### src/btc_pkg.sv
// Package for the baseband test and matched-filter configuration register bank.
// Assumes byte-wide registers reached over a 32-bit Avalon-MM slave.
package btc_pkg;
  // Printed offsets (register indices); byte address is four times the index
  localparam logic [7:0] IDX_CS2_SCALE  = 8'h3C;
  localparam logic [7:0] IDX_TX_POWER   = 8'h3E;
  localparam logic [7:0] IDX_TEST_ONE   = 8'h40;
  localparam logic [7:0] IDX_TEST_TWO   = 8'h42;
  localparam logic [7:0] IDX_TBUS_SEL   = 8'h44;
  localparam logic [7:0] IDX_ED_THRESH  = 8'h46;
  localparam logic [7:0] IDX_DSPREAD    = 8'h48;
  localparam logic [7:0] IDX_CW_FORCE   = 8'h4A;
  localparam logic [7:0] IDX_SNR_ONE    = 8'h4C;
  localparam logic [7:0] IDX_SNR_TWO    = 8'h4E;
  localparam logic [7:0] IDX_STATUS     = 8'h70;
  localparam int         ADDR_W         = 10;
  // Reset values
  localparam logic [7:0] RST_BYTE       = 8'h00;
  localparam logic [7:0] RST_TEST_ONE   = 8'h20;
  // Field positions, first test register
  localparam int T1_DAC_SRC   = 7;
  localparam int T1_HIRATE    = 6;
  localparam int T1_LEN_EN    = 5;
  localparam int T1_TBUS_IN   = 4;
  localparam int T1_NO_SPREAD = 3;
  localparam int T1_NO_SCRAM  = 2;
  localparam int T1_PN44      = 1;
  localparam int T1_PN22      = 0;
  // Field positions, second test register
  localparam int T2_COH_AGC   = 7;
  localparam int T2_TT_FORCE  = 6;
  localparam int T2_NO_DC     = 5;
  localparam int T2_ADC_BYP   = 4;
  localparam int T2_TT_OFF    = 3;
  localparam int T2_LOOPBACK  = 2;
  localparam int T2_PN_LO     = 1;
  localparam int T2_PN_HI     = 0;
  localparam int CW_FORCE_DEF = 6;
  localparam int CW_FORCE_CAL = 5;
  localparam int ED_ABS       = 7;
  localparam int SVC_LOCK_BIT = 2;

  // Avalon request carrier
  typedef struct packed {
    logic [ADDR_W-1:0] address;
    logic              read;
    logic              write;
    logic [31:0]       writedata;
  } btc_req_s;

  // Datapath modes driven to the baseband core
  typedef struct packed {
    logic dac_iq_src;
    logic force_high_rate;
    logic length_count_en;
    logic no_spread;
    logic no_scramble;
    logic pn44_en;
    logic pn22_en;
    logic coh_agc_off;
    logic dc_comp_off;
    logic loopback;
    logic time_track_locked;
    logic time_track_off;
    logic use_default_weights;
  } btc_mode_s;
endpackage

### src/btc_regs.sv
// Configuration register bank: carrier sense, transmit power, test modes,
// energy detect and matched-filter weight selection.
// Assumes one 40 MHz clock; the power strobe and pin inputs are asynchronous.
//
// Summary of operation
// - Six low bits hold an unsigned 3.3 second carrier sense scale.
// - Transmit power is a seven-bit two's complement code; lowest bit reserved.
// - Power code reaches the DAC only on a power enable strobe rising edge.
// - First test bit 7 picks Barker or low-rate I/Q for DAC test 7.
// - First test bit 6 forces high-rate mode.
// - First test bit 5 enables the length field counter.
// - First test bit 4 tristates test bus and makes it an input.
// - Bit 3 removes spreading at low rates; bit 2 zeroes scrambler taps.
// - PN generator enables; software writes zero before one to initialise.
// - Second test bit 6: zero detects service lock bit, one forces lock.
// - Automatic lock needs service bit 2 and signalling config bit 2 set.
// - Second test bit 5 disables final DC offset compensation.
// - ADC bypass feeds test bus nibbles into I/Q bits 5:2, LSBs zero.
// - Second test bit 3 stops time tracking, overriding forced lock.
// - Loopback bypasses converters; serial data pin becomes acquisition lock.
// - Bits 1 and 0 route PN onto low and high test bus address bits.
// - Eight-bit test bus address selects the observed internal signal.
// - Energy detect asserts when signal strength exceeds the seven-bit threshold.
// - Energy detect top bit picks noise-floor relative or absolute threshold.
// - Default weights on weak signal per CW, SNR and spread tests, else calculated.
// - Spread count 7:5 evaluation only; spread threshold and CW threshold 4:0.
// - Force default and force calculated must never both be set; if both are, force default wins.
`timescale 1ns/10ps
module btc_regs
  import btc_pkg::*;
#(
  parameter int DATA_W = 8
)
(
  input  wire logic                 CLK,
  input  wire logic                 RESETN,
  input  wire btc_pkg::btc_req_s    AVS_REQ,
  output logic      [31:0]          AVS_READDATA,
  output logic                      AVS_WAITREQUEST,
  input  wire logic                 TX_POWER_ENABLE_STROBE,
  output logic      [6:0]           TX_POWER_DAC,
  output logic      [5:0]           CS2_SCALE,
  output btc_pkg::btc_mode_s        MODE,
  input  wire logic [DATA_W-1:0]    TEST_BUS_INPUT,
  output logic      [DATA_W-1:0]    TEST_BUS_OUT,
  output logic      [DATA_W-1:0]    TEST_BUS_OE,
  input  wire logic [DATA_W-1:0]    TEST_SIGNALS,
  output logic      [7:0]           TEST_BUS_ADDR,
  input  wire logic [7:0]           PN_BITS,
  input  wire logic                 SERIAL_DATA_IN_PIN,
  output logic                      ACQ_LOCK,
  input  wire logic [5:0]           ADC_I,
  input  wire logic [5:0]           ADC_Q,
  output logic      [5:0]           I_SAMPLE,
  output logic      [5:0]           Q_SAMPLE,
  input  wire logic [7:0]           RSSI,
  input  wire logic [7:0]           NOISE_FLOOR,
  input  wire logic                 CW_PRESENT,
  input  wire logic [4:0]           DELAY_SPREAD,
  input  wire logic                 SERVICE_BIT2,
  input  wire logic [7:0]           TRANSMIT_SIGNALLING_CONFIG,
  output logic                      ENERGY_DETECT
);
  import btc_pkg::*;

  logic [7:0] cs2_reg, txp_reg, t1_reg, t2_reg, tbus_reg, ed_reg, ds_reg, cw_reg;
  logic [7:0] snr1_reg, snr2_reg;
  logic [7:0] word_idx;
  logic       hit_write, hit_read;
  logic [7:0] rd_byte;
  logic [2:0] transmit_power_enable_strobe_sync;
  logic [DATA_W-1:0] tin_s1, tin_s2;
  logic       sdi_s1, sdi_s2;
  logic [8:0] ed_ref, cw_lim, snr1_lim, snr2_lim;
  logic       want_default;

  // Word index from byte address; the low two address bits are ignored
  assign word_idx  = AVS_REQ.address[ADDR_W-1:2];
  assign hit_write = AVS_REQ.write && !AVS_WAITREQUEST;  // Lands at the accepting edge
  assign hit_read  = AVS_REQ.read && AVS_WAITREQUEST;    // Data captured in the wait cycle

  // One wait cycle, then accept; waitrequest returns high after the accepted edge
  always_ff @(posedge CLK or negedge RESETN)
  begin
    if (!RESETN)
      AVS_WAITREQUEST <= 1'b1;
    else
      AVS_WAITREQUEST <= !((AVS_REQ.read || AVS_REQ.write) && AVS_WAITREQUEST);
  end

  // Register writes; reserved bits stored as written
  always_ff @(posedge CLK or negedge RESETN)
  begin
    if (!RESETN)
    begin
      cs2_reg  <= RST_BYTE;
      txp_reg  <= RST_BYTE;
      t1_reg   <= RST_TEST_ONE;
      t2_reg   <= RST_BYTE;
      tbus_reg <= RST_BYTE;
      ed_reg   <= RST_BYTE;
      ds_reg   <= RST_BYTE;
      cw_reg   <= RST_BYTE;
      snr1_reg <= RST_BYTE;
      snr2_reg <= RST_BYTE;
    end
    else if (hit_write)
    begin
      unique case (word_idx)
        IDX_CS2_SCALE: cs2_reg  <= AVS_REQ.writedata[7:0];
        IDX_TX_POWER:  txp_reg  <= AVS_REQ.writedata[7:0];
        IDX_TEST_ONE:  t1_reg   <= AVS_REQ.writedata[7:0];
        IDX_TEST_TWO:  t2_reg   <= AVS_REQ.writedata[7:0];
        IDX_TBUS_SEL:  tbus_reg <= AVS_REQ.writedata[7:0];
        IDX_ED_THRESH: ed_reg   <= AVS_REQ.writedata[7:0];
        IDX_DSPREAD:   ds_reg   <= AVS_REQ.writedata[7:0];
        IDX_CW_FORCE:  cw_reg   <= AVS_REQ.writedata[7:0];
        IDX_SNR_ONE:   snr1_reg <= AVS_REQ.writedata[7:0];
        IDX_SNR_TWO:   snr2_reg <= AVS_REQ.writedata[7:0];
        default:       ;
      endcase
    end
  end

  // Read mux; unmapped words read zero
  always_comb
  begin
    unique case (word_idx)
      IDX_CS2_SCALE: rd_byte = cs2_reg;
      IDX_TX_POWER:  rd_byte = txp_reg;
      IDX_TEST_ONE:  rd_byte = t1_reg;
      IDX_TEST_TWO:  rd_byte = t2_reg;
      IDX_TBUS_SEL:  rd_byte = tbus_reg;
      IDX_ED_THRESH: rd_byte = ed_reg;
      IDX_DSPREAD:   rd_byte = ds_reg;
      IDX_CW_FORCE:  rd_byte = cw_reg;
      IDX_SNR_ONE:   rd_byte = snr1_reg;
      IDX_SNR_TWO:   rd_byte = snr2_reg;
      IDX_STATUS:    rd_byte = {5'h00, want_default, ACQ_LOCK, ENERGY_DETECT};
      default:       rd_byte = 8'h00;
    endcase
  end

  // Read data registered alongside the acknowledge
  always_ff @(posedge CLK or negedge RESETN)
  begin
    if (!RESETN)
      AVS_READDATA <= 32'h0000_0000;
    else if (hit_read)
      AVS_READDATA <= {24'h00_0000, rd_byte};
  end

  // Power strobe synchroniser plus edge history
  always_ff @(posedge CLK or negedge RESETN)
  begin
    if (!RESETN)
      transmit_power_enable_strobe_sync <= 3'h0;
    else
      transmit_power_enable_strobe_sync <= {transmit_power_enable_strobe_sync[1:0], TX_POWER_ENABLE_STROBE};
  end

  // DAC holds old code until a strobe rising edge
  always_ff @(posedge CLK or negedge RESETN)
  begin
    if (!RESETN)
      TX_POWER_DAC <= 7'h00;
    else if (transmit_power_enable_strobe_sync[1] && !transmit_power_enable_strobe_sync[2])
      TX_POWER_DAC <= txp_reg[7:1];
  end

  // Pin synchronisers for test bus and serial data
  always_ff @(posedge CLK or negedge RESETN)
  begin
    if (!RESETN)
    begin
      tin_s1 <= '0;
      tin_s2 <= '0;
      sdi_s1 <= 1'b0;
      sdi_s2 <= 1'b0;
    end
    else
    begin
      tin_s1 <= TEST_BUS_INPUT;
      tin_s2 <= tin_s1;
      sdi_s1 <= SERIAL_DATA_IN_PIN;
      sdi_s2 <= sdi_s1;
    end
  end

  // Threshold references, nine bits to avoid wrap
  assign ed_ref   = ed_reg[ED_ABS] ? {2'b00, ed_reg[6:0]}
                                   : {2'b00, ed_reg[6:0]} + {1'b0, NOISE_FLOOR};
  assign cw_lim   = {4'h0, cw_reg[4:0]} + {1'b0, NOISE_FLOOR};
  assign snr1_lim = {5'h00, snr1_reg[3:0]} + {1'b0, NOISE_FLOOR};
  assign snr2_lim = {4'h0, snr2_reg[4:0]} + {1'b0, NOISE_FLOOR};

  // Weight choice from signal conditions
  always_comb
  begin
    want_default = (CW_PRESENT && ({1'b0, RSSI} < cw_lim))
                || (!CW_PRESENT && ({1'b0, RSSI} < snr1_lim))
                || (!CW_PRESENT && (DELAY_SPREAD < ds_reg[4:0])
                    && ({1'b0, RSSI} < snr2_lim));
    if (cw_reg[CW_FORCE_DEF])
      want_default = 1'b1;
    else if (cw_reg[CW_FORCE_CAL])
      want_default = 1'b0;
  end

  // Energy detect and mode outputs
  always_ff @(posedge CLK or negedge RESETN)
  begin
    if (!RESETN)
    begin
      ENERGY_DETECT <= 1'b0;
      CS2_SCALE     <= 6'h00;
      MODE          <= '0;
      TEST_BUS_ADDR <= 8'h00;
      ACQ_LOCK      <= 1'b0;
    end
    else
    begin
      ENERGY_DETECT <= {1'b0, RSSI} > ed_ref;
      CS2_SCALE     <= cs2_reg[5:0];
      MODE.dac_iq_src      <= t1_reg[T1_DAC_SRC];
      MODE.force_high_rate <= t1_reg[T1_HIRATE];
      MODE.length_count_en <= t1_reg[T1_LEN_EN];
      MODE.no_spread       <= t1_reg[T1_NO_SPREAD];
      MODE.no_scramble     <= t1_reg[T1_NO_SCRAM];
      MODE.pn44_en         <= t1_reg[T1_PN44];
      MODE.pn22_en         <= t1_reg[T1_PN22];
      MODE.coh_agc_off     <= t2_reg[T2_COH_AGC];
      MODE.dc_comp_off     <= t2_reg[T2_NO_DC];
      MODE.loopback        <= t2_reg[T2_LOOPBACK];
      MODE.time_track_off  <= t2_reg[T2_TT_OFF];
      MODE.time_track_locked <= !t2_reg[T2_TT_OFF]
        && (t2_reg[T2_TT_FORCE]
            || (SERVICE_BIT2 && TRANSMIT_SIGNALLING_CONFIG[SVC_LOCK_BIT]));
      MODE.use_default_weights <= want_default;
      // PN replaces low bits 2:0 and high bits 7:3 of the address
      TEST_BUS_ADDR <= {t2_reg[T2_PN_HI] ? PN_BITS[7:3] : tbus_reg[7:3],
                        t2_reg[T2_PN_LO] ? PN_BITS[2:0] : tbus_reg[2:0]};
      ACQ_LOCK      <= t2_reg[T2_LOOPBACK] && sdi_s2;
    end
  end

  // Test bus drive: output unless turned into an input
  always_ff @(posedge CLK or negedge RESETN)
  begin
    if (!RESETN)
    begin
      TEST_BUS_OUT <= '0;
      TEST_BUS_OE  <= '0;
    end
    else
    begin
      TEST_BUS_OUT <= TEST_SIGNALS;
      TEST_BUS_OE  <= {DATA_W{!t1_reg[T1_TBUS_IN]}};
    end
  end

  // Sample source: converters or test bus nibbles in bypass
  always_ff @(posedge CLK or negedge RESETN)
  begin
    if (!RESETN)
    begin
      I_SAMPLE <= 6'h00;
      Q_SAMPLE <= 6'h00;
    end
    else if (t2_reg[T2_ADC_BYP])
    begin
      I_SAMPLE <= {tin_s2[3:0], 2'b00};
      Q_SAMPLE <= {tin_s2[7:4], 2'b00};
    end
    else
    begin
      I_SAMPLE <= ADC_I;
      Q_SAMPLE <= ADC_Q;
    end
  end
endmodule

### config.mk
export PLATFORM = sky130hd
export DESIGN_NAME = btc_regs
export DESIGN_NICKNAME = d
export VERILOG_FILES = /design/src/btc_pkg.sv /design/src/btc_regs.sv
export SDC_FILE = /design/constraint.sdc
export NUM_CORES = 1
export LEC_CHECK = 0
export BUFFER_PORTS_ARGS = -buffer_cell sky130_fd_sc_hd__buf_2
export CORE_MARGIN = 2
export CORE_UTILIZATION = 40
export CTS_BUF_LIST = sky130_fd_sc_hd__clkbuf_2 sky130_fd_sc_hd__clkbuf_4 sky130_fd_sc_hd__clkbuf_8
export CTS_CLUSTER_SIZE = 14
export DETAILED_ROUTE_END_ITERATION = 8
export GPL_ROUTABILITY_DRIVEN = 0
export PLACE_DENSITY = 0.65
export SKIP_LAST_GASP = 1
export SLEW_MARGIN = 5
export SYNTH_ARGS = -nofsm -noshare
export SYNTH_HDL_FRONTEND = slang
export SYNTH_SLANG_ARGS = --single-unit
### constraint.sdc
create_clock -name CLK -period 3.3 [get_ports CLK]
set_clock_uncertainty 0.2 [all_clocks]
set_input_delay 0.33 -clock CLK [delete_from_list [all_inputs] [get_ports CLK]]
set_output_delay 0.33 -clock CLK [all_outputs]
set_load 0.02 [all_outputs]
# Word-level counts from Yosys, hierarchy flattened
# Index checks and enable logic that the tools add are counted.
# op_classes
add_sub_neg	4
n_lt_le_gt_ge	5
eq_ne	11
muxes	8
reduce_logical	31
# ops
operator	count
case mux 8 bit (11 select lines)	1
== test 8 x 7 -> 1 bit, second input constant	9
less-than comparator 8 x 9 -> 1 bit	3
AND reduction 2 bit	10
adder 5 x 8 -> 9 bit	2
== test 8 x 6 -> 1 bit, second input constant	2
two-way mux 6 bit	2
logical AND 1 bit	11
adder 4 x 8 -> 9 bit	1
adder 7 x 8 -> 9 bit	1
> comparator 8 x 9 -> 1 bit	1
two-way mux 9 bit	1
logical NOT 1 bit	6
less-than comparator 5 bit	1
two-way mux 5 bit	1
logical OR 1 bit	4
two-way mux 3 bit	1
two-way mux 1 bit	2
# word_totals
regBits	167
in_bits	115

# Logic depth before layout (Yosys ltp)
# depth
depth_word	8
ltp_mapped	15

# Worst setup path before layout
# Ideal clock, no wire load.
# synth_timing
kind	register -> register
startpoint	register snr1_reg[0]
endpoint	register AVS_READDATA[2]
arrival_ns	2.639
required_time_ns	3.035
path_slack_ns	0.395
stages_incl_launch_ff	16
n_path_buf	0
synth_period_minus_slack_ns	2.905
cell_sequence	dfrtp_1 ha_1 inv_1 fa_1 nor2b_1 o21a_1 or2_2 and3_1 xnor2_1 ha_1 a2111o_1 a31oi_1 o21ai_0 a31oi_1 a31oi_1 nand2_1
# synth_via
elab_chain_len	8
# synth_rtl
item	line_no	rtl
start, declared	btc_regs.sv:67	logic [7:0] snr1_reg, snr2_reg;
start signal, assigned	btc_regs.sv:118	IDX_SNR_ONE: snr1_reg <= AVS_REQ.writedata[7:0];
adder 4 x 8 -> 9 bit	btc_regs.sv:194	assign snr1_lim = {5'h00, snr1_reg[3:0]} + {1'b0, NOISE_FLOOR};
less-than comparator 8 x 9 -> 1 bit	btc_regs.sv:201	|| (!CW_PRESENT && ({1'b0, RSSI} < snr1_lim))
logical AND 1 bit	btc_regs.sv:201	
logical OR 1 bit	btc_regs.sv:201	
logical OR 1 bit	btc_regs.sv:202	|| (!CW_PRESENT && (DELAY_SPREAD < ds_reg[4:0])
two-way mux 1 bit	btc_regs.sv:206	else if (cw_reg[CW_FORCE_CAL])
two-way mux 1 bit	btc_regs.sv:204	if (cw_reg[CW_FORCE_DEF])
case mux 8 bit (11 select lines)	btc_regs.sv:128	unique case (word_idx)
end signal, assigned	btc_regs.sv:150	AVS_READDATA <= {24'h00_0000, rd_byte};
end, declared	btc_regs.sv:38	output logic [31:0] AVS_READDATA,
# Every way passes these cells.
# A chain may end at the register's enable or synchronous reset.

# Final worst setup path
# Ends and elaborated chain as after synthesis.

==> run_results.csv <==
group,metric,value,unit
worst_setup_path,cp_max_fo,2,
power,p_clk_frac,0.350,
logic_synthesis,yosysTopAreaCellShare,0.4890,
cts,clk_pin_slew,0.09,ns
timing,final-max-slew-violation-count,0,
grt,grt_max_degree,74,
logic_synthesis,synth_ff_type,"dfrtp_1",
place,io_buffers,154,
grt,gr-total-overflow,0,
logic_synthesis,yosys-top-cells-area,"dfrtp_1, mux2_2, ha_1, buf_4, mux2i_1",
floorplanning,core_region_area,0.02089,mm^2
power,pwr-share-seq,0.508,
timing,finalSetupViolations,0,
worst_setup_path,crit_slowest_cell,"dfrtp_1",
power,p_sw_frac,0.2713,
routing,drtPass1Iterations,4,
layout,fill_cells,1913,
cts,htree_levels,4,
timing,period_needed,3.112,ns
timing,post-route-period-util,0.9430,
logic_synthesis,synth_adder_area_share,0.08951,
logic_synthesis,synthMuxAreaShare,0.1750,
layout,area_growth,22.58,%
logic_synthesis,yosysTopAreaCell,"dfrtp_1",
power,switching_power,1152,uW
cts,cts-root-buf,"clkbuf_8",
cts,clkSinkCount,167,
logic_synthesis,synthArstFlopShare,1.000,
layout,multi_input_area,0.003964,mm^2
logic_synthesis,yosysSeqAreaShare,0.4953,
floorplanning,ios,212,
timing,hold_viol,0,
logic_synthesis,ys_ff_latch,167,
logic_synthesis,syn_area_per_cell,12.31,um^2
worst_setup_path,slowest_delay,0.41,ns
timing,slew_headroom,0.4933,
worst_setup_path,r2r_start,"snr1_reg[0]$_DFFE_PN0P_",
logic_synthesis,synth_top_family_by_area,"multiplexers",
layout,top_register,"MODE",
worst_setup_path,end_kind,"flop",
logic_synthesis,syn_inst,686,
worst_hold_path,hp-class,"in -> reg",
worst_setup_path,rr_worst_depth,15,
cts,cts_tree,"built",
logic_synthesis,yosys_warnings,0,
floorplanning,initial_core_util,0.4042,
routing,wl_per_cell,17.53,um
layout,drive_above_1_share,0.3815,
flow_run,drv_cap,0,
routing,routed_wirelength,20600,um
cts,clk-insertion-delay-late,0.45,ns
worst_setup_path,r2r-end,"AVS_READDATA[2]$_DFFE_PN0P_",
layout,fin_nets,1059,
logic_synthesis,ys_types,59,
logic_synthesis,syn-cell-area,0.008443,mm^2
power,peakVddDrop,0.0002375,V
logic_synthesis,synth_compound_area_frac,0.08980,
power,p_int,3094,uW
worst_setup_path,cp.required,3.48,ns
logic_synthesis,synth_simple_gate_area_frac,0.07780,
timing,hold_ws,0.06749,ns
logic_synthesis,synth_edf_count,0,
worst_hold_path,min_from,"AVS_REQ[1]",
worst_hold_path,holdPathEnd,"cw_reg[1]$_DFFE_PN0P_",
cts,ctsLongestPathBuffers,2,
floorplanning,die_area,0.02229,mm^2
worst_setup_path,crit_path_frequent_cell,"a31oi_1",
power,p_leak,0.005167,uW
worst_setup_path,cp_cell_sequence,"ha_2 -> inv_2 -> fa_2 -> nor2b_1 -> o21a_1 -> or2_2 -> and3_1 -> xnor2_1 -> ha_1 -> a2111o_1 -> a31oi_1 -> o21ai_1 -> a31oi_2 -> a31oi_1 -> nand2_1",
layout,largest_reg_flops,13,
routing,vias,5947,
layout,final_util,0.4955,
timing,worst_slew_pin_slew,0.7544,ns
power,total_power,4245,uW
worst_hold_path,min_path_cells,3,
worst_setup_path,arrival,3.30,ns
worst_setup_path,cp_top_family,"compound AO/OA/AOI/OAI gates",
timing,setup-tns-final,0,ns
floorplanning,die_h,149.3,um
outcome,status,"completed",
power,p_comb_frac,0.142,
routing,drt-initial-drc-count,259,
place,hpwl,15030,um
timing,fmax,321.3,MHz
power,pwr_density_cell,410.2,mW/mm^2
worst_setup_path,critical_path_class,"reg -> reg",
worst_setup_path,crit_buf_inv,1,
floorplanning,die_w,149.3,um
routing,viasPerCell,5.061,
grt,grt_use_total,0.1880,
worst_setup_path,reg2reg_slack,0.19,ns
routing,drc,0,
routing,detail-route-antenna-nets,0,
grt,grt_pass1_wl,32020,um
grt,antenna_found_initial,1,
layout,regArea,0.004182,mm^2
worst_setup_path,cp-start-kind,"flop",
cts,numCtsBuffers,17,
logic_synthesis,synth_xor_area_frac,0.02178,
grt,grt_pass1_vias,5873,
floorplanning,std_cell_rows,53,
-- worst min-delay path: stages --
cell	delay (ns)
buf_2	0.19
nand2_1	0.08
o21ai_0	0.07
-- placed cells by master (no fill, tap or decap), types with 4 or more instances in the layout --
master,Yosys,final
dlygate4sd3_1,0,43
nand2b_1,6,6
o211ai_1,4,4
nand2_1,30,30
nor3_1,5,5
a211oi_1,5,4
nand3_1,7,7
inv_1,19,18
conb_1,1,24
o21ai_0,25,23
nand2_2,4,4
nor2_1,23,23
buf_2,4,153
clkbuf_8,0,19
a22o_1,4,4
clkinv_4,0,5
xor2_1,9,9
a31oi_1,6,5
nor2b_1,14,14
a21o_1,11,11
dfrtp_1,165,165
mux2i_1,16,16
buf_4,34,17
mux4_2,5,5
a21oi_1,28,25
ha_1,54,52
o22ai_1,4,4
mux2_2,107,107
a221oi_1,6,6
and3_1,4,4
xnor2_1,12,12
o21a_1,5,5
-- through the flow --
stage / cells / setup slack (ns) / area [um^2]
global route: 1175 / -0.03771 / 10350
global placement: 1094 / 0.006521 / 9430
detailed placement: 1094 / 0.003978 / 9430
finish: 1175 / 0.1881 / 10350
floorplan: 709 / 0.3953 / 8529
CTS: 1169 / 0.07159 / 10270
-- cell type report --
type | count | share of cell area
inverter | 20 | 0.007253
multi-input combinational | 464 | 0.3830
timing repair buffer | 216 | 0.1329
clock inverter | 13 | 0.01414
clock buffer | 19 | 0.02527
antenna | 1 | 0.0002418
sequential | 167 | 0.4040
tap | 275 | 0.03324
-- synth_stat cells, types with 12 or more instances --
master    count
a21oi_1      28
buf_4        34
clkbuf_1     12
dfrtp_1     165
ha_1         54
inv_1        19
mux2_2      107
mux2i_1      16
nand2_1      30
nor2_1       23
nor2b_1      14
o21ai_0      25
xnor2_1      12
-- what timing repair did --
action | CTS | global route
hold buffers | 43 | 0
endpoints found under the setup margin | 0 | 3
hold endpoints to repair | 110 | 0
setup buffers | 0 | 5
gates resized for setup | 0 | 13
-- cell families after synthesis --
group,count (synthesis)
flip-flops,167
multiplexers,128
AO/OA/AOI/OAI,117
AND/OR/NAND/NOR,116
buffers and inverters,78
adder cells (fa/ha/maj),58
XOR/XNOR,21
other,1
-- worst max-delay path by stage --
stage               slack [ns]  cells after the start                     from                     endpoint
floorplan                 0.40                     15  snr1_reg[0]$_DFFE_PN0P_  AVS_READDATA[2]$_DFFE_PN0P_
global placement         0.007                     15           NOISE_FLOOR[1]  AVS_READDATA[2]$_DFFE_PN0P_
CTS                       0.07                     14  snr1_reg[1]$_DFFE_PN0P_  AVS_READDATA[2]$_DFFE_PN0P_
detailed placement       0.004                     15           NOISE_FLOOR[1]  AVS_READDATA[2]$_DFFE_PN0P_
finish                    0.19                     15  snr1_reg[0]$_DFFE_PN0P_  AVS_READDATA[2]$_DFFE_PN0P_
global route             -0.04                     15    cw_reg[0]$_DFFE_PN0P_  AVS_READDATA[2]$_DFFE_PN0P_
-- metal layers --
layer / global-route usage / up-vias / routed length, um
met5: 0 / - / 0
met4: 0.04381 / 0 / 201
met3: 0.03272 / 14 / 1036
met2: 0.3152 / 155 / 10310
met1: 0.2556 / 2971 / 9056
li1: - / 2807 / -
-- power groups by stage --
stage / clock network (uW) / logic (uW) / registers [uW]
after detailed placement: 0 / 555 / 2200
after global placement: 0 / 542 / 2200
final: 1480 / 602 / 2160
after global routing: 1620 / 672 / 2170
after floorplan: 0 / 322 / 2220
after CTS: 1530 / 597 / 2160
Power figures use the tool's default switching activity.
